==> src/rtl/fsac_defines.svh <==
// Constants for the flash space access control block
`ifndef FSAC_DEFINES_SVH
`define FSAC_DEFINES_SVH

// Register byte addresses
`define FSAC_ADDR_CTRL 4'h0
`define FSAC_ADDR_STATUS 4'h4
`define FSAC_ADDR_BANK 4'h8
`define FSAC_ADDR_LOCK 4'hC

// Control register fields
`define FSAC_KEY_MSB 7
`define FSAC_KEY_LSB 4
`define FSAC_KEY_FIRST 4'h5
`define FSAC_KEY_SECOND 4'hA
`define FSAC_LATCH_MAP_BIT 3
`define FSAC_TGT_MSB 2
`define FSAC_TGT_LSB 0

// Target space codes
`define FSAC_TGT_USER 3'h0
`define FSAC_TGT_XROW 3'h1
`define FSAC_TGT_ERASE 3'h2
`define FSAC_TGT_RSTLAT 3'h3
`define FSAC_TGT_SEC 3'h4
`define FSAC_TGT_FUSE 3'h5

// Control values that map read spaces
`define FSAC_MAP_XROW 8'h01
`define FSAC_MAP_SEC 8'h04
`define FSAC_MAP_FUSE 8'h05
`define FSAC_XROW_LAST 16'h007F
`define FSAC_ZERO_ADDR 16'h0000

// Status register bit positions
`define FSAC_ST_BUSY 0
`define FSAC_ST_SEQERR 1
`define FSAC_ST_LOADED 2
`define FSAC_ST_USERMAP 3

// Address space
`define FSAC_UPPER_BIT 15
`define FSAC_HALF 16'h8000

// Pin synchroniser fill count before the first trusted sample
`define FSAC_EA_FILL 2'h3

// Lock bit positions inside the security byte
`define FSAC_LOCK_B0 0
`define FSAC_LOCK_B1 1
`define FSAC_LOCK_B2 2

// Reset values
`define FSAC_SEC_RESET 8'hFB
`define FSAC_FUSE_RESET 8'hFF

// Programming time
`define FSAC_PROG_TIME_US 10
`define FSAC_CLK_MHZ 100

`endif

==> src/rtl/fsac_pkg.sv <==
// Types shared by the flash space access control block
package fsac_pkg;
   typedef enum logic [1:0] {
      FSAC_LVL1,
      FSAC_LVL2,
      FSAC_LVL3,
      FSAC_LVL4
   } fsac_level_e;

   typedef enum logic [1:0] {
      FSAC_SRC_USER,
      FSAC_SRC_BOOT,
      FSAC_SRC_EXT
   } fsac_fetch_e;

   // Code-space read request from the core
   typedef struct packed {
      logic valid;
      logic [15:0] ptr;
      logic [7:0] offset;
      fsac_fetch_e from;
      logic pc_upper;
      logic ext_bank;
   } fsac_cread_s;

   // Where a code read is steered
   typedef enum logic [2:0] {
      FSAC_RD_USER,
      FSAC_RD_BOOT,
      FSAC_RD_XROW,
      FSAC_RD_SEC,
      FSAC_RD_FUSE,
      FSAC_RD_EXT,
      FSAC_RD_BLOCK
   } fsac_route_e;

   typedef struct packed {
      logic valid;
      fsac_route_e route;
      logic [2:0] bank;
      logic [16:0] addr;
   } fsac_cresp_s;

   // Protection restrictions
   typedef struct packed {
      logic ext_read_block;
      logic ea_latch;
      logic par_prog_off;
      logic isp_write_off;
      logic par_verify_off;
      logic isp_read_off;
      logic ext_exec_off;
   } fsac_prot_s;
endpackage

==> src/rtl/fsac_core.sv <==
// Flash space access control: sequencing, status, read mapping, protection
// Operation
// - Write-active flag sets at programming start, clears at completion.
// - Non-consecutive second write, or one with a key other than the first or second, sets the sequence error flag.
// - User or extra row write, or latch reset, with no loaded latches sets the sequence error flag.
// - Software clears the error flag; a correct sequence also clears it.
// - Power-down deselects flash and clears loaded latches and their flag.
// - Power-down requests are ignored while the write-active flag is set.
// - Upper bank target picks which bank answers upper 32K code reads.
// - Hardware boot entry maps boot ROM for code reads by default.
// - Control value 01h maps extra row bytes for pointers 0000h-007Fh.
// - Control value 04h maps the security byte at pointer 0000h.
// - Control value 05h maps the fuse byte at pointer 0000h.
// - Clearing control to zero returns code reads to user flash.
// - Data writes go to latches only with latch map set and pin high.
// - Execution from external memory with pin low reads external code only.
// - External upper bank reads external from 8000h unless level 4; below depends on lock.
// - Three lock bits in security byte default to protection level 4.
// - Unprogrammed gives level 1; bit 0, 1, 2 programmed give 2, 3, 4.
// - Level 2 blocks external reads, latches pin, stops parallel programming.
// - Level 3 adds parallel verify off and in-system reads refused.
// - Level 4 adds external execution disabled.
// - Boot ROM fetches are allowed only during the boot process.
`timescale 1ns/1ps
`default_nettype none
`include "fsac_defines.svh"

module fsac_core
   import fsac_pkg::*;
#(
   parameter int PROG_CYCLES = (`FSAC_PROG_TIME_US * `FSAC_CLK_MHZ)
) (
   // Clock and reset
   input wire logic i_clock,
   input wire logic i_rst,
   // Avalon-MM slave
   input wire logic [3:0] i_avs_address,
   input wire logic i_avs_read,
   input wire logic i_avs_write,
   input wire logic [31:0] i_avs_writedata,
   input wire logic [3:0] i_avs_byteenable,
   output logic [31:0] o_avs_readdata,
   output logic o_avs_waitrequest,
   output logic [1:0] o_avs_response,
   // Core events
   input wire logic i_other_instr,
   input wire logic i_powerdown_req,
   input wire logic i_boot_hw_entry,
   input wire logic i_boot_active,
   input wire logic i_ext_access_pin,
   // Data space writes
   input wire logic i_xwrite,
   input wire logic [15:0] i_xwrite_addr,
   output logic o_xwrite_to_latch,
   output logic o_xwrite_to_ram,
   // Code reads
   input wire fsac_cread_s i_cread,
   output fsac_cresp_s o_cresp,
   input wire logic i_boot_fetch,
   output logic o_boot_fetch_ok,
   // Flash macro
   output logic o_flash_select,
   output logic o_powerdown_ack,
   output logic o_prog_start,
   output logic [2:0] o_prog_target,
   // Protection
   output fsac_prot_s o_prot,
   output fsac_level_e o_level,
   output logic o_ea_latched
);

   localparam int CW = $clog2(PROG_CYCLES + 1);

   function automatic logic [15:0] eff_addr(input logic [15:0] p, input logic [7:0] a);
      eff_addr = p + {8'h00, a};
   endfunction

   ////////////////////////////////////////////////////////////////////////////
   // Registers
   logic [7:0] ctrl_reg;
   logic armed_reg;
   logic busy_reg;
   logic seqerr_reg;
   logic loaded_reg;
   logic usermap_reg;
   logic [2:0] bank_reg;
   logic [2:0] prog_tgt_reg;
   logic [7:0] sec_reg;
   logic [7:0] fuse_reg;
   logic pd_reg;
   logic ea_reg;
   logic ea_sync1_reg;
   logic ea_sync2_reg;
   logic ea_sync3_reg;
   logic ea_caught_reg;
   logic ea_filt_reg;
   logic [1:0] ea_fill_reg;
   logic [CW-1:0] cnt_reg;
   logic [31:0] rdata_reg;
   logic [1:0] resp_reg;
   logic ack_reg;

   ////////////////////////////////////////////////////////////////////////////
   // Bus decode
   wire bus_req = (i_avs_read | i_avs_write) & ~ack_reg;
   wire bus_wr = i_avs_write & ~ack_reg;
   wire be0 = i_avs_byteenable[0];
   wire sel_ctrl = (i_avs_address == `FSAC_ADDR_CTRL);
   wire sel_stat = (i_avs_address == `FSAC_ADDR_STATUS);
   wire sel_bank = (i_avs_address == `FSAC_ADDR_BANK);
   wire sel_lock = (i_avs_address == `FSAC_ADDR_LOCK);
   wire mapped = sel_ctrl | sel_stat | sel_bank | sel_lock;
   wire ctrl_wr = bus_wr & sel_ctrl & be0;
   wire stat_wr = bus_wr & sel_stat & be0;
   wire bank_wr = bus_wr & sel_bank & be0;
   wire [7:0] wd = i_avs_writedata[7:0];
   wire [3:0] key = wd[`FSAC_KEY_MSB:`FSAC_KEY_LSB];
   wire [2:0] wtgt = wd[`FSAC_TGT_MSB:`FSAC_TGT_LSB];

   // Activation sequence
   wire key_first = ctrl_wr & (key == `FSAC_KEY_FIRST);
   wire key_second = ctrl_wr & (key == `FSAC_KEY_SECOND);
   wire seq_broken = armed_reg & ((i_other_instr & ~ctrl_wr) | (ctrl_wr & ~key_second));
   wire seq_done = armed_reg & key_second & ~i_other_instr;
   wire needs_data = (wtgt == `FSAC_TGT_USER) | (wtgt == `FSAC_TGT_XROW) |
                     (wtgt == `FSAC_TGT_RSTLAT);
   wire no_data = seq_done & needs_data & ~loaded_reg;
   wire no_write = wtgt[2] & wtgt[1];
   wire seq_good = seq_done & ~no_data & ~busy_reg;
   wire launch = seq_good & (wtgt != `FSAC_TGT_RSTLAT) & ~no_write;
   wire latch_reset = seq_good & (wtgt == `FSAC_TGT_RSTLAT);
   wire seq_bad = seq_broken & ~key_first | no_data | (key_second & ~armed_reg);
   wire prog_end = busy_reg & (cnt_reg == CW'(1));

   // Power-down is held off while programming
   wire pd_take = i_powerdown_req & ~busy_reg;

   ////////////////////////////////////////////////////////////////////////////
   // Lock level decode
   wire [2:0] lb = sec_reg[`FSAC_LOCK_B2:`FSAC_LOCK_B0];
   // Programmed bit reads as 0; lowest programmed bit wins
   assign o_level = ~lb[`FSAC_LOCK_B0] ? FSAC_LVL2 :
                    ~lb[`FSAC_LOCK_B1] ? FSAC_LVL3 :
                    ~lb[`FSAC_LOCK_B2] ? FSAC_LVL4 : FSAC_LVL1;
   wire lvl2p = (o_level != FSAC_LVL1);
   wire lvl3p = (o_level == FSAC_LVL3) | (o_level == FSAC_LVL4);
   wire lvl4 = (o_level == FSAC_LVL4);
   assign o_prot.ext_read_block = lvl2p;
   assign o_prot.ea_latch = lvl2p;
   assign o_prot.par_prog_off = lvl2p;
   assign o_prot.isp_write_off = lvl2p;
   assign o_prot.par_verify_off = lvl3p;
   assign o_prot.isp_read_off = lvl3p;
   assign o_prot.ext_exec_off = lvl4;

   // Pin level, latched at reset release when protected
   wire ea_live = o_prot.ea_latch ? ea_reg : ea_filt_reg;
   assign o_ea_latched = ea_reg;

   ////////////////////////////////////////////////////////////////////////////
   // Code read mapping
   wire [15:0] ea_addr = eff_addr(i_cread.ptr, i_cread.offset);
   wire zero_off = (i_cread.offset == 8'h00);
   wire xrow_hit = (ctrl_reg == `FSAC_MAP_XROW) & zero_off &
                   (i_cread.ptr <= `FSAC_XROW_LAST);
   wire sec_hit = (ctrl_reg == `FSAC_MAP_SEC) & zero_off &
                  (i_cread.ptr == `FSAC_ZERO_ADDR);
   wire fuse_hit = (ctrl_reg == `FSAC_MAP_FUSE) & zero_off &
                   (i_cread.ptr == `FSAC_ZERO_ADDR);
   wire from_ext = (i_cread.from == FSAC_SRC_EXT);
   wire ext_all = from_ext & ~ea_live;
   wire ext_bank_rd = from_ext & ea_live & i_cread.pc_upper & i_cread.ext_bank;
   wire ext_up = ext_bank_rd & ea_addr[`FSAC_UPPER_BIT];
   wire ext_low_blk = ext_bank_rd & ~ea_addr[`FSAC_UPPER_BIT] & o_prot.ext_read_block;
   wire boot_view = (i_cread.from == FSAC_SRC_BOOT) & ~usermap_reg;
   fsac_route_e route;
   assign route = ext_all ? FSAC_RD_EXT :
                  (ext_up & ~o_prot.ext_exec_off) ? FSAC_RD_EXT :
                  (ext_up | ext_low_blk) ? FSAC_RD_BLOCK :
                  (from_ext & o_prot.ext_read_block) ? FSAC_RD_BLOCK :
                  xrow_hit ? FSAC_RD_XROW :
                  sec_hit ? FSAC_RD_SEC :
                  fuse_hit ? FSAC_RD_FUSE :
                  boot_view ? FSAC_RD_BOOT : FSAC_RD_USER;
   wire upper = ea_addr[`FSAC_UPPER_BIT];
   wire [2:0] rd_bank = upper ? bank_reg : 3'h0;

   // Data writes
   assign o_xwrite_to_latch = i_xwrite & ctrl_reg[`FSAC_LATCH_MAP_BIT] & ea_live;
   assign o_xwrite_to_ram = i_xwrite & ~o_xwrite_to_latch;
   wire latch_load = o_xwrite_to_latch & ~busy_reg;

   assign o_boot_fetch_ok = i_boot_fetch & i_boot_active;
   assign o_flash_select = ~pd_reg;
   assign o_powerdown_ack = pd_take;
   assign o_prog_start = launch;
   assign o_prog_target = prog_tgt_reg;

   ////////////////////////////////////////////////////////////////////////////
   // Bus read data
   wire [7:0] stat_val = {4'h0, usermap_reg, loaded_reg, seqerr_reg, busy_reg};
   wire [31:0] rd_mux = sel_ctrl ? {24'h0, ctrl_reg} :
                        sel_stat ? {24'h0, stat_val} :
                        sel_bank ? {29'h0, bank_reg} :
                        sel_lock ? {24'h0, sec_reg} : 32'h0;
   assign o_avs_waitrequest = bus_req;
   assign o_avs_readdata = rdata_reg;
   assign o_avs_response = resp_reg;

   always_ff @(posedge i_clock or posedge i_rst) begin
      if (i_rst) begin
         ack_reg <= 1'b0;
         rdata_reg <= 32'h0;
         resp_reg <= 2'h0;
      end else begin
         ack_reg <= bus_req;
         if (bus_req) begin
            rdata_reg <= i_avs_read ? rd_mux : 32'h0;
            resp_reg <= mapped ? 2'h0 : 2'h2;
         end
      end
   end

   ////////////////////////////////////////////////////////////////////////////
   // Control, bank, sequence state
   always_ff @(posedge i_clock or posedge i_rst) begin
      if (i_rst) begin
         ctrl_reg <= 8'h00;
         bank_reg <= 3'h0;
         armed_reg <= 1'b0;
         prog_tgt_reg <= 3'h0;
      end else begin
         if (ctrl_wr) begin
            ctrl_reg <= {4'h0, wd[3:0]};
         end
         if (bank_wr) begin
            bank_reg <= wd[2:0];
         end
         // Armed survives idle cycles, not another instruction
         armed_reg <= ctrl_wr ? key_first : (armed_reg & ~i_other_instr);
         if (launch) begin
            prog_tgt_reg <= wtgt;
         end
      end
   end

   // Busy and programming timer
   always_ff @(posedge i_clock or posedge i_rst) begin
      if (i_rst) begin
         busy_reg <= 1'b0;
         cnt_reg <= '0;
      end else if (launch) begin
         busy_reg <= 1'b1;
         cnt_reg <= CW'(PROG_CYCLES);
      end else if (busy_reg) begin
         cnt_reg <= cnt_reg - CW'(1);
         if (prog_end) begin
            busy_reg <= 1'b0;
         end
      end
   end

   // Sequence error: hardware set wins over any clear
   always_ff @(posedge i_clock or posedge i_rst) begin
      if (i_rst) begin
         seqerr_reg <= 1'b0;
      end else if (seq_bad) begin
         seqerr_reg <= 1'b1;
      end else if (seq_good | (stat_wr & ~wd[`FSAC_ST_SEQERR])) begin
         seqerr_reg <= 1'b0;
      end
   end

   // Latches loaded, user map, power-down
   always_ff @(posedge i_clock or posedge i_rst) begin
      if (i_rst) begin
         loaded_reg <= 1'b0;
         usermap_reg <= 1'b0;
         pd_reg <= 1'b0;
      end else begin
         if (pd_take) begin
            loaded_reg <= 1'b0;
         end else if (latch_load) begin
            loaded_reg <= 1'b1;
         end else if (latch_reset) begin
            loaded_reg <= 1'b0;
         end
         pd_reg <= pd_take ? 1'b1 : (pd_reg & i_powerdown_req);
         // Map is consumed by each boot-area read
         if (stat_wr) begin
            usermap_reg <= wd[`FSAC_ST_USERMAP];
         end else if (i_boot_hw_entry) begin
            usermap_reg <= 1'b0;
         end else if (i_cread.valid & (i_cread.from == FSAC_SRC_BOOT)) begin
            usermap_reg <= 1'b0;
         end
      end
   end

   // Security byte ORs in the write address low byte on a latch load with target 4; fuse byte keeps its reset value
   always_ff @(posedge i_clock or posedge i_rst) begin
      if (i_rst) begin
         sec_reg <= `FSAC_SEC_RESET;
         fuse_reg <= `FSAC_FUSE_RESET;
      end else if (latch_load & (ctrl_reg[2:0] == `FSAC_TGT_SEC)) begin
         sec_reg <= i_xwrite_addr[7:0] | sec_reg & 8'h00 | wd & 8'h00 | sec_reg;
      end else if (latch_load & (ctrl_reg[2:0] == `FSAC_TGT_FUSE)) begin
         fuse_reg <= fuse_reg;
      end
   end

   // Pin synchroniser and reset-time catch
   // Catch waits for the chain to fill, so a reset value never latches
   wire ea_agree = (ea_fill_reg == `FSAC_EA_FILL) & (ea_sync2_reg == ea_sync3_reg);
   always_ff @(posedge i_clock or posedge i_rst) begin
      if (i_rst) begin
         ea_sync1_reg <= 1'b0;
         ea_sync2_reg <= 1'b0;
         ea_sync3_reg <= 1'b0;
         ea_fill_reg <= 2'h0;
         ea_filt_reg <= 1'b0;
         ea_caught_reg <= 1'b0;
         ea_reg <= 1'b0;
      end else begin
         ea_sync1_reg <= i_ext_access_pin;
         ea_sync2_reg <= ea_sync1_reg;
         ea_sync3_reg <= ea_sync2_reg;
         if (ea_fill_reg != `FSAC_EA_FILL) begin
            ea_fill_reg <= ea_fill_reg + 2'h1;
         end
         if (ea_agree) begin
            ea_filt_reg <= ea_sync3_reg;
         end
         if (~ea_caught_reg & ea_agree) begin
            ea_reg <= ea_sync3_reg;
            ea_caught_reg <= 1'b1;
         end
      end
   end

   // Code read response
   always_ff @(posedge i_clock or posedge i_rst) begin
      if (i_rst) begin
         o_cresp <= '0;
      end else begin
         o_cresp.valid <= i_cread.valid;
         o_cresp.route <= route;
         o_cresp.bank <= rd_bank;
         o_cresp.addr <= {1'b0, ea_addr};
      end
   end

   ////////////////////////////////////////////////////////////////////////////
   // Assertions
   a_busy_set: assert property (@(posedge i_clock) disable iff (i_rst)
      launch |=> busy_reg) else $error("busy not set on launch");
   a_busy_clear: assert property (@(posedge i_clock) disable iff (i_rst)
      prog_end |=> ~busy_reg) else $error("busy not cleared");
   a_seq_error: assert property (@(posedge i_clock) disable iff (i_rst)
      seq_broken & ~key_first |=> seqerr_reg) else $error("broken sequence missed");
   a_nodata_err: assert property (@(posedge i_clock) disable iff (i_rst)
      no_data |=> seqerr_reg ##0 ~busy_reg) else $error("empty latch launch");
   a_good_clears: assert property (@(posedge i_clock) disable iff (i_rst)
      seq_good & ~seq_bad |=> ~seqerr_reg) else $error("error not cleared");
   a_pd_latches: assert property (@(posedge i_clock) disable iff (i_rst)
      pd_take |=> ~loaded_reg & ~o_flash_select) else $error("latches kept");
   a_pd_held: assert property (@(posedge i_clock) disable iff (i_rst)
      busy_reg |-> ~o_powerdown_ack) else $error("power-down during write");
   a_latch_route: assert property (@(posedge i_clock) disable iff (i_rst)
      i_xwrite & ~ctrl_reg[`FSAC_LATCH_MAP_BIT] |-> o_xwrite_to_ram)
      else $error("write to latch unmapped");
   a_xrow_route: assert property (@(posedge i_clock) disable iff (i_rst)
      i_cread.valid & xrow_hit & ~from_ext |=> o_cresp.route == FSAC_RD_XROW)
      else $error("extra row not read");
   a_ext_all: assert property (@(posedge i_clock) disable iff (i_rst)
      i_cread.valid & ext_all |=> o_cresp.route == FSAC_RD_EXT)
      else $error("external read missed");
   a_boot_fetch: assert property (@(posedge i_clock) disable iff (i_rst)
      o_boot_fetch_ok |-> i_boot_active) else $error("boot fetch outside boot");

endmodule
`default_nettype wire

==> config.mk <==
export PLATFORM = sky130hd
export DESIGN_NAME = fsac_core
export DESIGN_NICKNAME = d
export VERILOG_FILES = /design/src/rtl/fsac_pkg.sv /design/src/rtl/fsac_core.sv
export VERILOG_INCLUDE_DIRS = /design/src /design/src/rtl
export SDC_FILE = /design/constraint.sdc
export NUM_CORES = 1
export LEC_CHECK = 0
export BUFFER_PORTS_ARGS = -buffer_cell sky130_fd_sc_hd__buf_2
export CORE_UTILIZATION = 51
export CTS_CLUSTER_SIZE = 25
export DETAILED_ROUTE_END_ITERATION = 16
export GPL_TIMING_DRIVEN = 0
export PLACE_DENSITY_LB_ADDON = 0.1
export SYNTH_ARGS = -nofsm -noshare
export SYNTH_HDL_FRONTEND = slang
export SYNTH_SLANG_ARGS = --single-unit
==> constraint.sdc <==
create_clock -name i_clock -period 5.1 [get_ports i_clock]
set_input_delay 0 -clock i_clock [delete_from_list [all_inputs] [get_ports i_clock]]
set_output_delay 0 -clock i_clock [all_outputs]
set_load 0.03 [all_outputs]
* Word level (Yosys, flattened, before mapping)
Cells that the tools add are included.
** Storage, ports and cells
- Register bits after elaboration :: 100
- Input port bits :: 96
- Output and inout bits :: 78
** Cells by class
- Add/subtract/negate cells :: 3
- Order comparisons :: 1
- Equal/unequal tests :: 20
- Multiplexer cells :: 34
- Bitwise gates (word level) :: 86
- Reductions and logical operators :: 9
** Operators by type and width (count)
- bitwise AND 1 bit :: 55
- 2-to-1 mux 8 bit :: 5
- 2-to-1 mux 3 bit :: 8
- 2-to-1 mux 10 bit :: 2
- inverter 1 bit :: 18
- adder 16 x 8 -> 16 bit :: 1
- equality test 4 x 3 -> 1 bit, second input constant :: 4
- less-or-equal comparator 16 x 7 -> 1 bit, second input constant :: 1
- zero test 16 bit :: 1
- 2-to-1 mux 1 bit :: 15
- equality test 4 bit, second input constant :: 3
- OR 1 bit :: 12
- equality test 10 x 1 -> 1 bit, second input constant :: 1
- subtractor 10 x 1 -> 10 bit, second input constant :: 1
- equality test 2 bit, second input constant :: 4
- zero test 8 bit :: 1
- 2-to-1 mux 2 bit :: 4
- OR 8 bit :: 1
- nonzero test 2 bit :: 3
- nonzero test 3 bit :: 2
- equality test 4 x 1 -> 1 bit, second input constant :: 1
- zero test 4 bit :: 1
- equality test 3 x 1 -> 1 bit, second input constant :: 1
- equality test 3 x 2 -> 1 bit, second input constant :: 1
- other kinds (7) :: 7

* Longest topological paths before layout
Gate-level depths: netlist (run 1).
- Word-level depth :: 16
- Mapped depth :: 10

* Worst setup path before layout (run 1)
Ideal clock, no wire load.
- Path type :: input to register
- Start :: in i_avs_address[1]
- End :: reg prog_tgt_reg[0], in the netlist o_prog_target[0]
- Library setup time :: 128 ps
- Arrival :: 2148 ps
- Required time :: 4972 ps
- Slack :: 2824 ps
- Stages :: 9
- Path buffers :: 2
- Path through :: or4_1 buf_6 nor2_8 nand2_2 or4_4 a21o_1 buf_6 inv_4 mux2_1
** On the way
- Longest elaborated chain between the ends :: 13
** RTL lines
- from (decl) :: RTL line fsac_core.sv:37 : input wire logic [3:0] i_avs_address,
- zero test 4 bit (no line) (*)
- bitwise AND 1 bit (*) (2 in series) :: RTL line fsac_core.sv:113 : wire ctrl_wr = bus_wr & sel_ctrl & be0;
- bitwise AND 1 bit (*) :: RTL line fsac_core.sv:122 : wire key_second = ctrl_wr & (key == `FSAC_KEY_SECOND);
- bitwise AND 1 bit (*) (2 in series) :: RTL line fsac_core.sv:124 : wire seq_done = armed_reg & key_second & ~i_other_instr;
- bitwise AND 1 bit (2 in series) :: RTL line fsac_core.sv:127 : wire no_data = seq_done & needs_data & ~loaded_reg;
- inverter 1 bit :: RTL line fsac_core.sv:129 : wire seq_good = seq_done & ~no_data & ~busy_reg;
- bitwise AND 1 bit (*) (2 in series) :: RTL line fsac_core.sv:129
- bitwise AND 1 bit (*) (2 in series) :: RTL line fsac_core.sv:130 : wire launch = seq_good & (wtgt != `FSAC_TGT_RSTLAT) & ~no_write;
- net o_prog_start :: RTL line fsac_core.sv:64 : output logic o_prog_start,
- to (signal assigned) :: RTL line fsac_core.sv:242 : prog_tgt_reg <= wtgt;
- to (decl) :: RTL line fsac_core.sv:87 : logic [2:0] prog_tgt_reg;
The timed path passes the listed nets; every way through them passes the cells marked *.
A chain may end at the register's enable or synchronous reset.

* Worst setup path in the final report (run 1)
- Start :: in i_cread[12] (netlist name)
- End :: reg o_cresp[10] (netlist name)
** On the way
- Longest elaborated chain between the ends :: 1
** RTL lines
- from (decl) :: RTL line fsac_core.sv:57 : input wire fsac_cread_s i_cread,
- adder 16 x 8 -> 16 bit :: RTL line fsac_core.sv:75 : eff_addr = p + {8'h00, a};
- net ea_addr[10] :: RTL line fsac_core.sv:162 : wire [15:0] ea_addr = eff_addr(i_cread.ptr, i_cread.offset);
- to (decl) :: RTL line fsac_core.sv:58 : output fsac_cresp_s o_cresp,
The timed path passes the listed nets, and every way through them passes these cells.

==> results of run 1 <==
==> cells by family (layout without fill, tap and decap cells) <==
family	Yosys count	count (layout)
AOI/OAI and AO/OA	68	68
xor gates and xnor gates	23	23
adders and majority gates	12	12
buffers and inverters	52	213
DFF	75	75
muxes	17	17
other	1	26
and+or+nand+nor	121	121
==> metal layers <==
metal	up-vias	routed length (um)	GRT usage, %
met1	1492	3790	28.1
met4	0	168	10.5
met2	115	4450	40.7
li1	1599	-	-
met5	-	0	0
met3	14	398	3.51
==> timing repair <==
action | CTS | global route
hold buffers | 33 | 0
hold endpoints to repair | 94 | 0
setup endpoints to repair | 0 | 0
==> stage by stage <==
| step | setup slack [ps] | instances | power, uW |
|---|---|---|---|
| 6_report | 2480 | 654 | 1450 |
| 5_1_grt | 2330 | 654 | 1510 |
| 4_1_cts | 2530 | 654 | 1460 |
| 3_5_place_dp | 2560 | 605 | 938 |
| 3_3_place_gp | 2330 | 604 | 931 |
| 2_1_floorplan | 2820 | 394 | 849 |
==> placed cells by master, fill, tap and decap left out, drive strengths merged, types with 2 or more instances in the layout <==
cell type and count:
ha 11, dfstp 7, clkbuf 15, conb 26, xnor2 17, o31ai 4
nor3b 2, dfrtp 68, nand2b 8, nor4 7, buf 148, o21a 2
xor2 6, nor2b 6, nor2 18, nor3 2, bufinv 2, or2 3
nand3 11, a21boi 5, or4 3, o21ai 16, dlygate4sd3 33, and3 4
a21oi 14, inv 13, nor4b 3, or3 3, o41ai 4, a211oi 4
mux2i 5, nand4 3, clkinv 2, nand2 44, mux2 12, a21o 11
==> where the power goes <==
part           internal, uW  switching, uW  total (uW)
combinational           116            179         295
clock                   290            212         502
sequential              632           22.5         655
total                  1040            414        1450
==> worst paths after layout <==
kind / startpoint / to / slack, ps
setup / recovery: i_cread[12] / o_cresp[10] / 2480
hold / removal: i_avs_address[1] / o_avs_response[1] / 30
setup reg to reg: sec_reg[0] / sec_reg[0] / 2560
hold reg to reg: ea_sync1_reg / ea_sync2_reg / 360
max in group asynchronous: i_rst / sec_reg[0] / 4420
min in group asynchronous: i_rst / o_cresp[7] / 100
==> area by class of cell <==
| cell class | count | share of cell area [%] |
|---|---|---|
| Clock buffer | 12 | 2.78 |
| Tap cell | 99 | 2.37 |
| Clock inverter | 4 | 1.41 |
| Sequential cell | 75 | 36.1 |
| Multi-Input combinational cell | 267 | 33.2 |
| Timing Repair Buffer | 145 | 17.5 |
| Buffer | 39 | 5.61 |
| Inverter | 13 | 1.03 |
==> worst min-delay path, cell delays in order <==
cell	delay, ps
buf_2	100
nor2_1	60
o21ai_0	170
==> metrics.md, run 1 <==
| Metric | Value |
|---|---|
| Worst r2r path cells | 6 |
| Post-CTS Setup Inserts | 0 |
| EDFF count, synth | 0 |
| FFs w/ async S/R, synth | 100% |
| Final Net Count | 658 |
| Final wirelength | 8810 um |
| Num rows | 31 |
| CP arrival | 2900 ps |
| Die Height | 89.1 um |
| Buf/Inv on CP | 3 |
| Longest Clk Path Bufs | 2 |
| PostCTS Resize Cnt | 0 |
| First-pass GRT wire length | 13700 um |
| Setup repair after global routing missed its margin | false |
| Critical path depth | 11 |
| Die Span X | 89.1 um |
| Mapped Avg Cell Area | 10.5 um^2 |
| Worst Setup End Kind | register |
| Synth top cells by count | 68 x dfrtp_1, 43 x nand2_1, 33 x buf_4, 17 x nor2_1, 17 x xnor2_1 |
| Rel. slew slack | 42.4% |
| Final Cycle Share | 51.3% |
| Syn. warnings | 0 |
| CTS root buf | clkbuf_8 |
| Largest family of logic cells by synthesized area | simple AND/OR/NAND/NOR gates |
| Fin Clk Skew | 13.7 ps |
| Synth Instances | 369 |
| Standby leakage power | 0.00264 uW |
| Worst Hold Depth | 3 |
| N_diodes | 0 |
| 1st-pass router iterations | 4 |
| Synth Area in Compound Gates | 11.6% |
| Crit path time final | 2620 ps |
| Post-synthesis mux area share | 4.88% |
| Worst setup path category | input port to register |
| Vias per std cell | 4.92 |
| Power Dens Cells | 278 mW/mm^2 |
| Drt wl/cell | 13.5 um |
| Core Util, Final | 71.6% |
| HP Class | input port to register |
| Final setup fails | 0 |
| Final hold slack | 27.8 ps |
| Synth Area in Simple Gates | 16.5% |
| Total gr overflow | 0 |
| Xor/xnor share of the synthesized area | 5.21% |
| Outcome | completed |
| TritonCTS clock tree | done |
| Crit path cell chain | dlygate4sd3_1 -> buf_2 -> ha_1 -> fa_1 -> a21oi_1 -> nor2b_1 -> o31ai_1 -> a21oi_1 -> nand3_1 -> xnor2_1 -> dlygate4sd3_1 |
| Gr usage total | 23.1% |
| Fin. Hold Viols | 0 |
| Pin count of the biggest net entering global routing | 67 |
| Slowest stage delay, CP | 570 ps |
| Drt drc | 0 |
| Area of the multi-input gates | 0.00173 mm^2 |
| Clock sinks | 75 |
| CTS buffer count | 9 |
| Register clock-pin slew on the reported worst setup and hold paths | 80 ps |
| Top Family by Delay on Critical Path | buffers and inverters |
| Later-pin clock latency in the skew report | 350 ps |
| Vias in the first global route | 2938 |
| Critical-path maximum fanout | 4 |
| ANT nets after route | 0 |
| Initial Util | 53.1% |
| Yosys top cell by area | dfrtp_1 |
| Number of flip-flops in the largest register | 23 |
| Layout cells sized above 1 | 34.2% |
| Post-DP Area | 0.00467 mm^2 |
| Adder-cell share of the synthesized area | 4.07% |
| Hpwl dp | 6400 um |
| Synth Flop Type | dfrtp_1 |
| Fmax achieved | 0.382 GHz |
| P&R area growth vs syn | 34.9% |
| Fin area | 0.00522 mm^2 |
| #FFs+latches synth | 75 |
| CTS HTree Levels | 3 |
| CP required | 5390 ps |
| FF/Latch Area | 0.00189 mm^2 |
| Fillers | 598 |
| Via Count | 3220 |
| Placer Congestion | 0.783 |
| Slew @ Worst Pin | 862 ps |
| Top cell type's share of synthesized area | 44.0% |
| Max cap viols | 0 |
| Detailed Route Iter0 Violations | 126 |
| Synth area leaders | dfrtp_1 44%, buf_4 6.4%, dfstp_2 4.8% |
| Crit-path slowest cell | dlygate4sd3_1 |
| # port buffers | 111 |
| Top-count cell post-synth | dfrtp_1 |
| Initial antenna violation count | 0 |
| Count of cell types in the netlist | 54 |
| Top Ports | 174 |
| Die Area | 0.00794 mm^2 |
| Final-report max-slew violation count | 0 |
| Cell area after synthesis | 0.00387 mm^2 |
| Placeable Area | 0.00729 mm^2 |
| Seq/Total Area, Yosys | 48.7% |
| VDD IR max | 0.159 mV |
| Final TNS setup | 0 ps |
| Startpoint types | input port |
Power figures use the tool's default switching activity.
==> inputs of run 2 (changes only) <==
CORE_UTILIZATION = 43   (was 51)
clock period = 2.4 ns   (was 5.1 ns; I/O delays follow)
==> run 2 against run 1 <==
Against the previous run:
- clock power grew 130%
- flip-flop and latch count stayed put
- global-route usage fell by 2.7 points
- sequential share of layout area shrank 0.57 points
- first-iteration DRC count down 26%
- critical path depth is 1 lower
- sequential power rose by 110%
- final cell count rose by 2.0%
- clock skew fell by 3.7 ps
- total power increased by 120%
- count of clock-buffer cells in the layout is 2 lower
- critical path type unchanged
==> metrics.md, run 2 (synthesis gave the netlist of run 1 again) <==
| Metric | Value |
|---|---|
| Hpwl dp | 6770 um (was 6400 um) |
| Placer Congestion | 0.779 (was 0.783) |
| Power Dens Cells | 597 mW/mm^2 (was 278 mW/mm^2) |
| Worst setup path category | input port to register (unchanged) |
| Rel. slew slack | 58.8% (was 42.4%) |
| 1st-pass router iterations | 4 (unchanged) |
| Switching part of the total | 28.1% (was 28.5%) |
| Initial antenna violation count | 0 (unchanged) |
| Later-pin clock latency in the skew report | 350 ps (about the same) |
| Clock sinks | 75 (unchanged) |
| Logic gate share of total power | 20.1% (was 20.3%) |
| Max layer used | met4 (unchanged) |
| Startpoint types | input port (unchanged) |
| Setup repair after global routing missed its margin | true (was false) |
| VDD IR max | 0.298 mV (was 0.159 mV) |
| Reg power frac | 44.0% (was 45.1%) |
| Core Util, Final | 60.8% (was 71.6%) |
| Final Net Count | 663 (was 658) |
| # port buffers | 111 (unchanged) |
| CP required | 2680 ps (was 5390 ps) |
| Fmax achieved | 0.426 GHz |
| Metal-1 WL | 4210 um (was 3790 um) |
| Final setup margin | 52.3 ps (was 2480 ps) |
| Vias in the first global route | 3122 (was 2938) |
| Final Cycle Share | 97.8% |
| N_diodes | 0 (unchanged) |
| Register clock-pin slew on the reported worst setup and hold paths | 70 ps (was 80 ps) |
| Layout cells sized above 1 | 35.2% (was 34.2%) |
| Most common cell after layout, fill and taps aside | buf_2 (unchanged) |
| WL met2 | 4320 um (was 4450 um) |
| HP Class | input port to register (unchanged) |
| Longest Clk Path Bufs | 2 (unchanged) |
| Detailed Route Iter0 Violations | 93 (was 126) |
| Drt wl/cell | 13.8 um (was 13.5 um) |
| Slew @ Worst Pin | 609 ps (was 862 ps) |
| Via Count | 3235 (was 3220) |
| Number of flip-flops in the largest register | 23 (unchanged) |
| Fin Clk Skew | 10.0 ps (was 13.7 ps) |
| Critical-path maximum fanout | 4 (unchanged) |
| CTS HTree Levels | 3 (unchanged) |
| ANT nets after route | 0 (unchanged) |
| CTS root buf | clkbuf_8 (unchanged) |
| Clock Power Share | 35.9% (was 34.6%) |
| Net Switching | 892 uW (was 414 uW) |
| Final-report max-slew violation count | 0 (unchanged) |
| Vias per std cell | 4.85 (was 4.92) |
| Worst Setup End Kind | register (unchanged) |
| Fin. Hold Viols | 0 (unchanged) |
| Die Height | 96.9 um (was 89.1 um) |
| Standby leakage power | 0.00267 uW (was 0.00264 uW) |
| Pin count of the biggest net entering global routing | 54 (was 67) |
| First-pass GRT wire length | 15100 um (was 13700 um) |
| Max cap viols | 0 (unchanged) |
| Final non-filler cell total | 667 (was 654) |
| Pint | 2280 uW (was 1040 uW) |
| CTS buffer count | 9 (unchanged) |
| Final wirelength | 9180 um (was 8810 um) |
| Outcome | completed (unchanged) |
| Gr usage total | 20.4% (was 23.1%) |
| Final hold slack | 40.7 ps (was 27.8 ps) |
| Met3 Wirelength | 504 um (was 398 um) |
| Total gr overflow | 0 (unchanged) |
| Placeable Area | 0.00872 mm^2 (was 0.00729 mm^2) |
| Crit path time final | 2350 ps |
| Die Area | 0.00938 mm^2 (was 0.00794 mm^2) |
| Drt drc | 0 (unchanged) |
| TritonCTS clock tree | done (unchanged) |
| Placed cell count | 614 (was 605) |
| Final setup fails | 0 (unchanged) |
| Num rows | 34 (was 31) |
| CP arrival | 2630 ps (was 2900 ps) |
| Pre-CTS WS | -148 ps (was 2560 ps) |
| Top Ports | 174 (unchanged) |
| Initial Util | 44.4% (was 53.1%) |
| Fillers | 769 (was 598) |
| Die Span X | 96.9 um (was 89.1 um) |
| Most frequent cells in the layout | 110 x buf_2, 68 x dfrtp_1, 43 x nand2_1 (was 111 x buf_2, 68 x dfrtp_1, 43 x nand2_1) |
| P&R area growth vs syn | 37.1% (was 34.9%) |
-- run 2: worst max-delay path: stages --
cell	delay (ps)
dlygate4sd3_1	530
buf_2	150
fa_1	440
a21oi_1	140
nor2b_1	80
o31ai_2	270
a21oi_2	150
nand3_1	140
xnor2_1	140
dlygate4sd3_1	580
-- run 2: power groups by stage --
stage	sequential, uW	combinational (uW)	clock (uW)
finish	1390	638	1140
global route	1400	686	1220
CTS	1390	634	1170
detailed placement	1420	584	0
global placement	1410	571	0
floorplan	1510	291	0
-- run 2: per-stage QoR --
stage / total power [uW] / TNS [ps] / instance area [um^2]
6_report: 3170 / 0 / 5310
5_1_grt: 3300 / -50.4 / 5310
4_1_cts: 3190 / 0 / 5270
3_5_place_dp: 2000 / -1200 / 4680
3_3_place_gp: 1990 / -33140 / 4650
2_1_floorplan: 1810 / 0 / 3960
-- run 2: path summary, 6_finish.rpt --
check	from	end	slack [ps]	cells past startpoint
min in group asynchronous	i_rst	o_cresp[12]	160	3
setup / recovery	i_cread[13]	o_cresp[10]	50	10
setup reg to reg	sec_reg[1]	sec_reg[1]	210	7
hold / removal	i_other_instr	seqerr_reg	40	5
hold reg to reg	ea_sync1_reg	ea_sync2_reg	360	0
max in group asynchronous	i_rst	sec_reg[6]	1650	4
-- run 2: cell type report --
type	count	area (um^2)	area share [%]
Clock buffer	10	128	2.41
Sequential cell	75	1890	35.5
Tap cell	108	135	2.55
Clock inverter	5	103	1.93
Inverter	13	53.8	1.01
Multi-Input combinational cell	267	1750	33.0
Timing Repair Buffer	150	957	18.0
Buffer	39	293	5.52
-- run 2: timing repair --
item                       in CTS  in global routing
setup endpoints to repair      10                 11
resized for setup               2                  3
pin swaps                       0                  3
hold endpoints to repair      105                  0
hold buffers                   33                  0
buffers inserted                2                  3
-- run 2: per-layer routing --
layer  global-route usage [%]  vias up
li1                         -     1596
met3                     4.12       10
met4                     8.15        0
met5                        0        -
met1                     26.9     1517
met2                     33.0      112
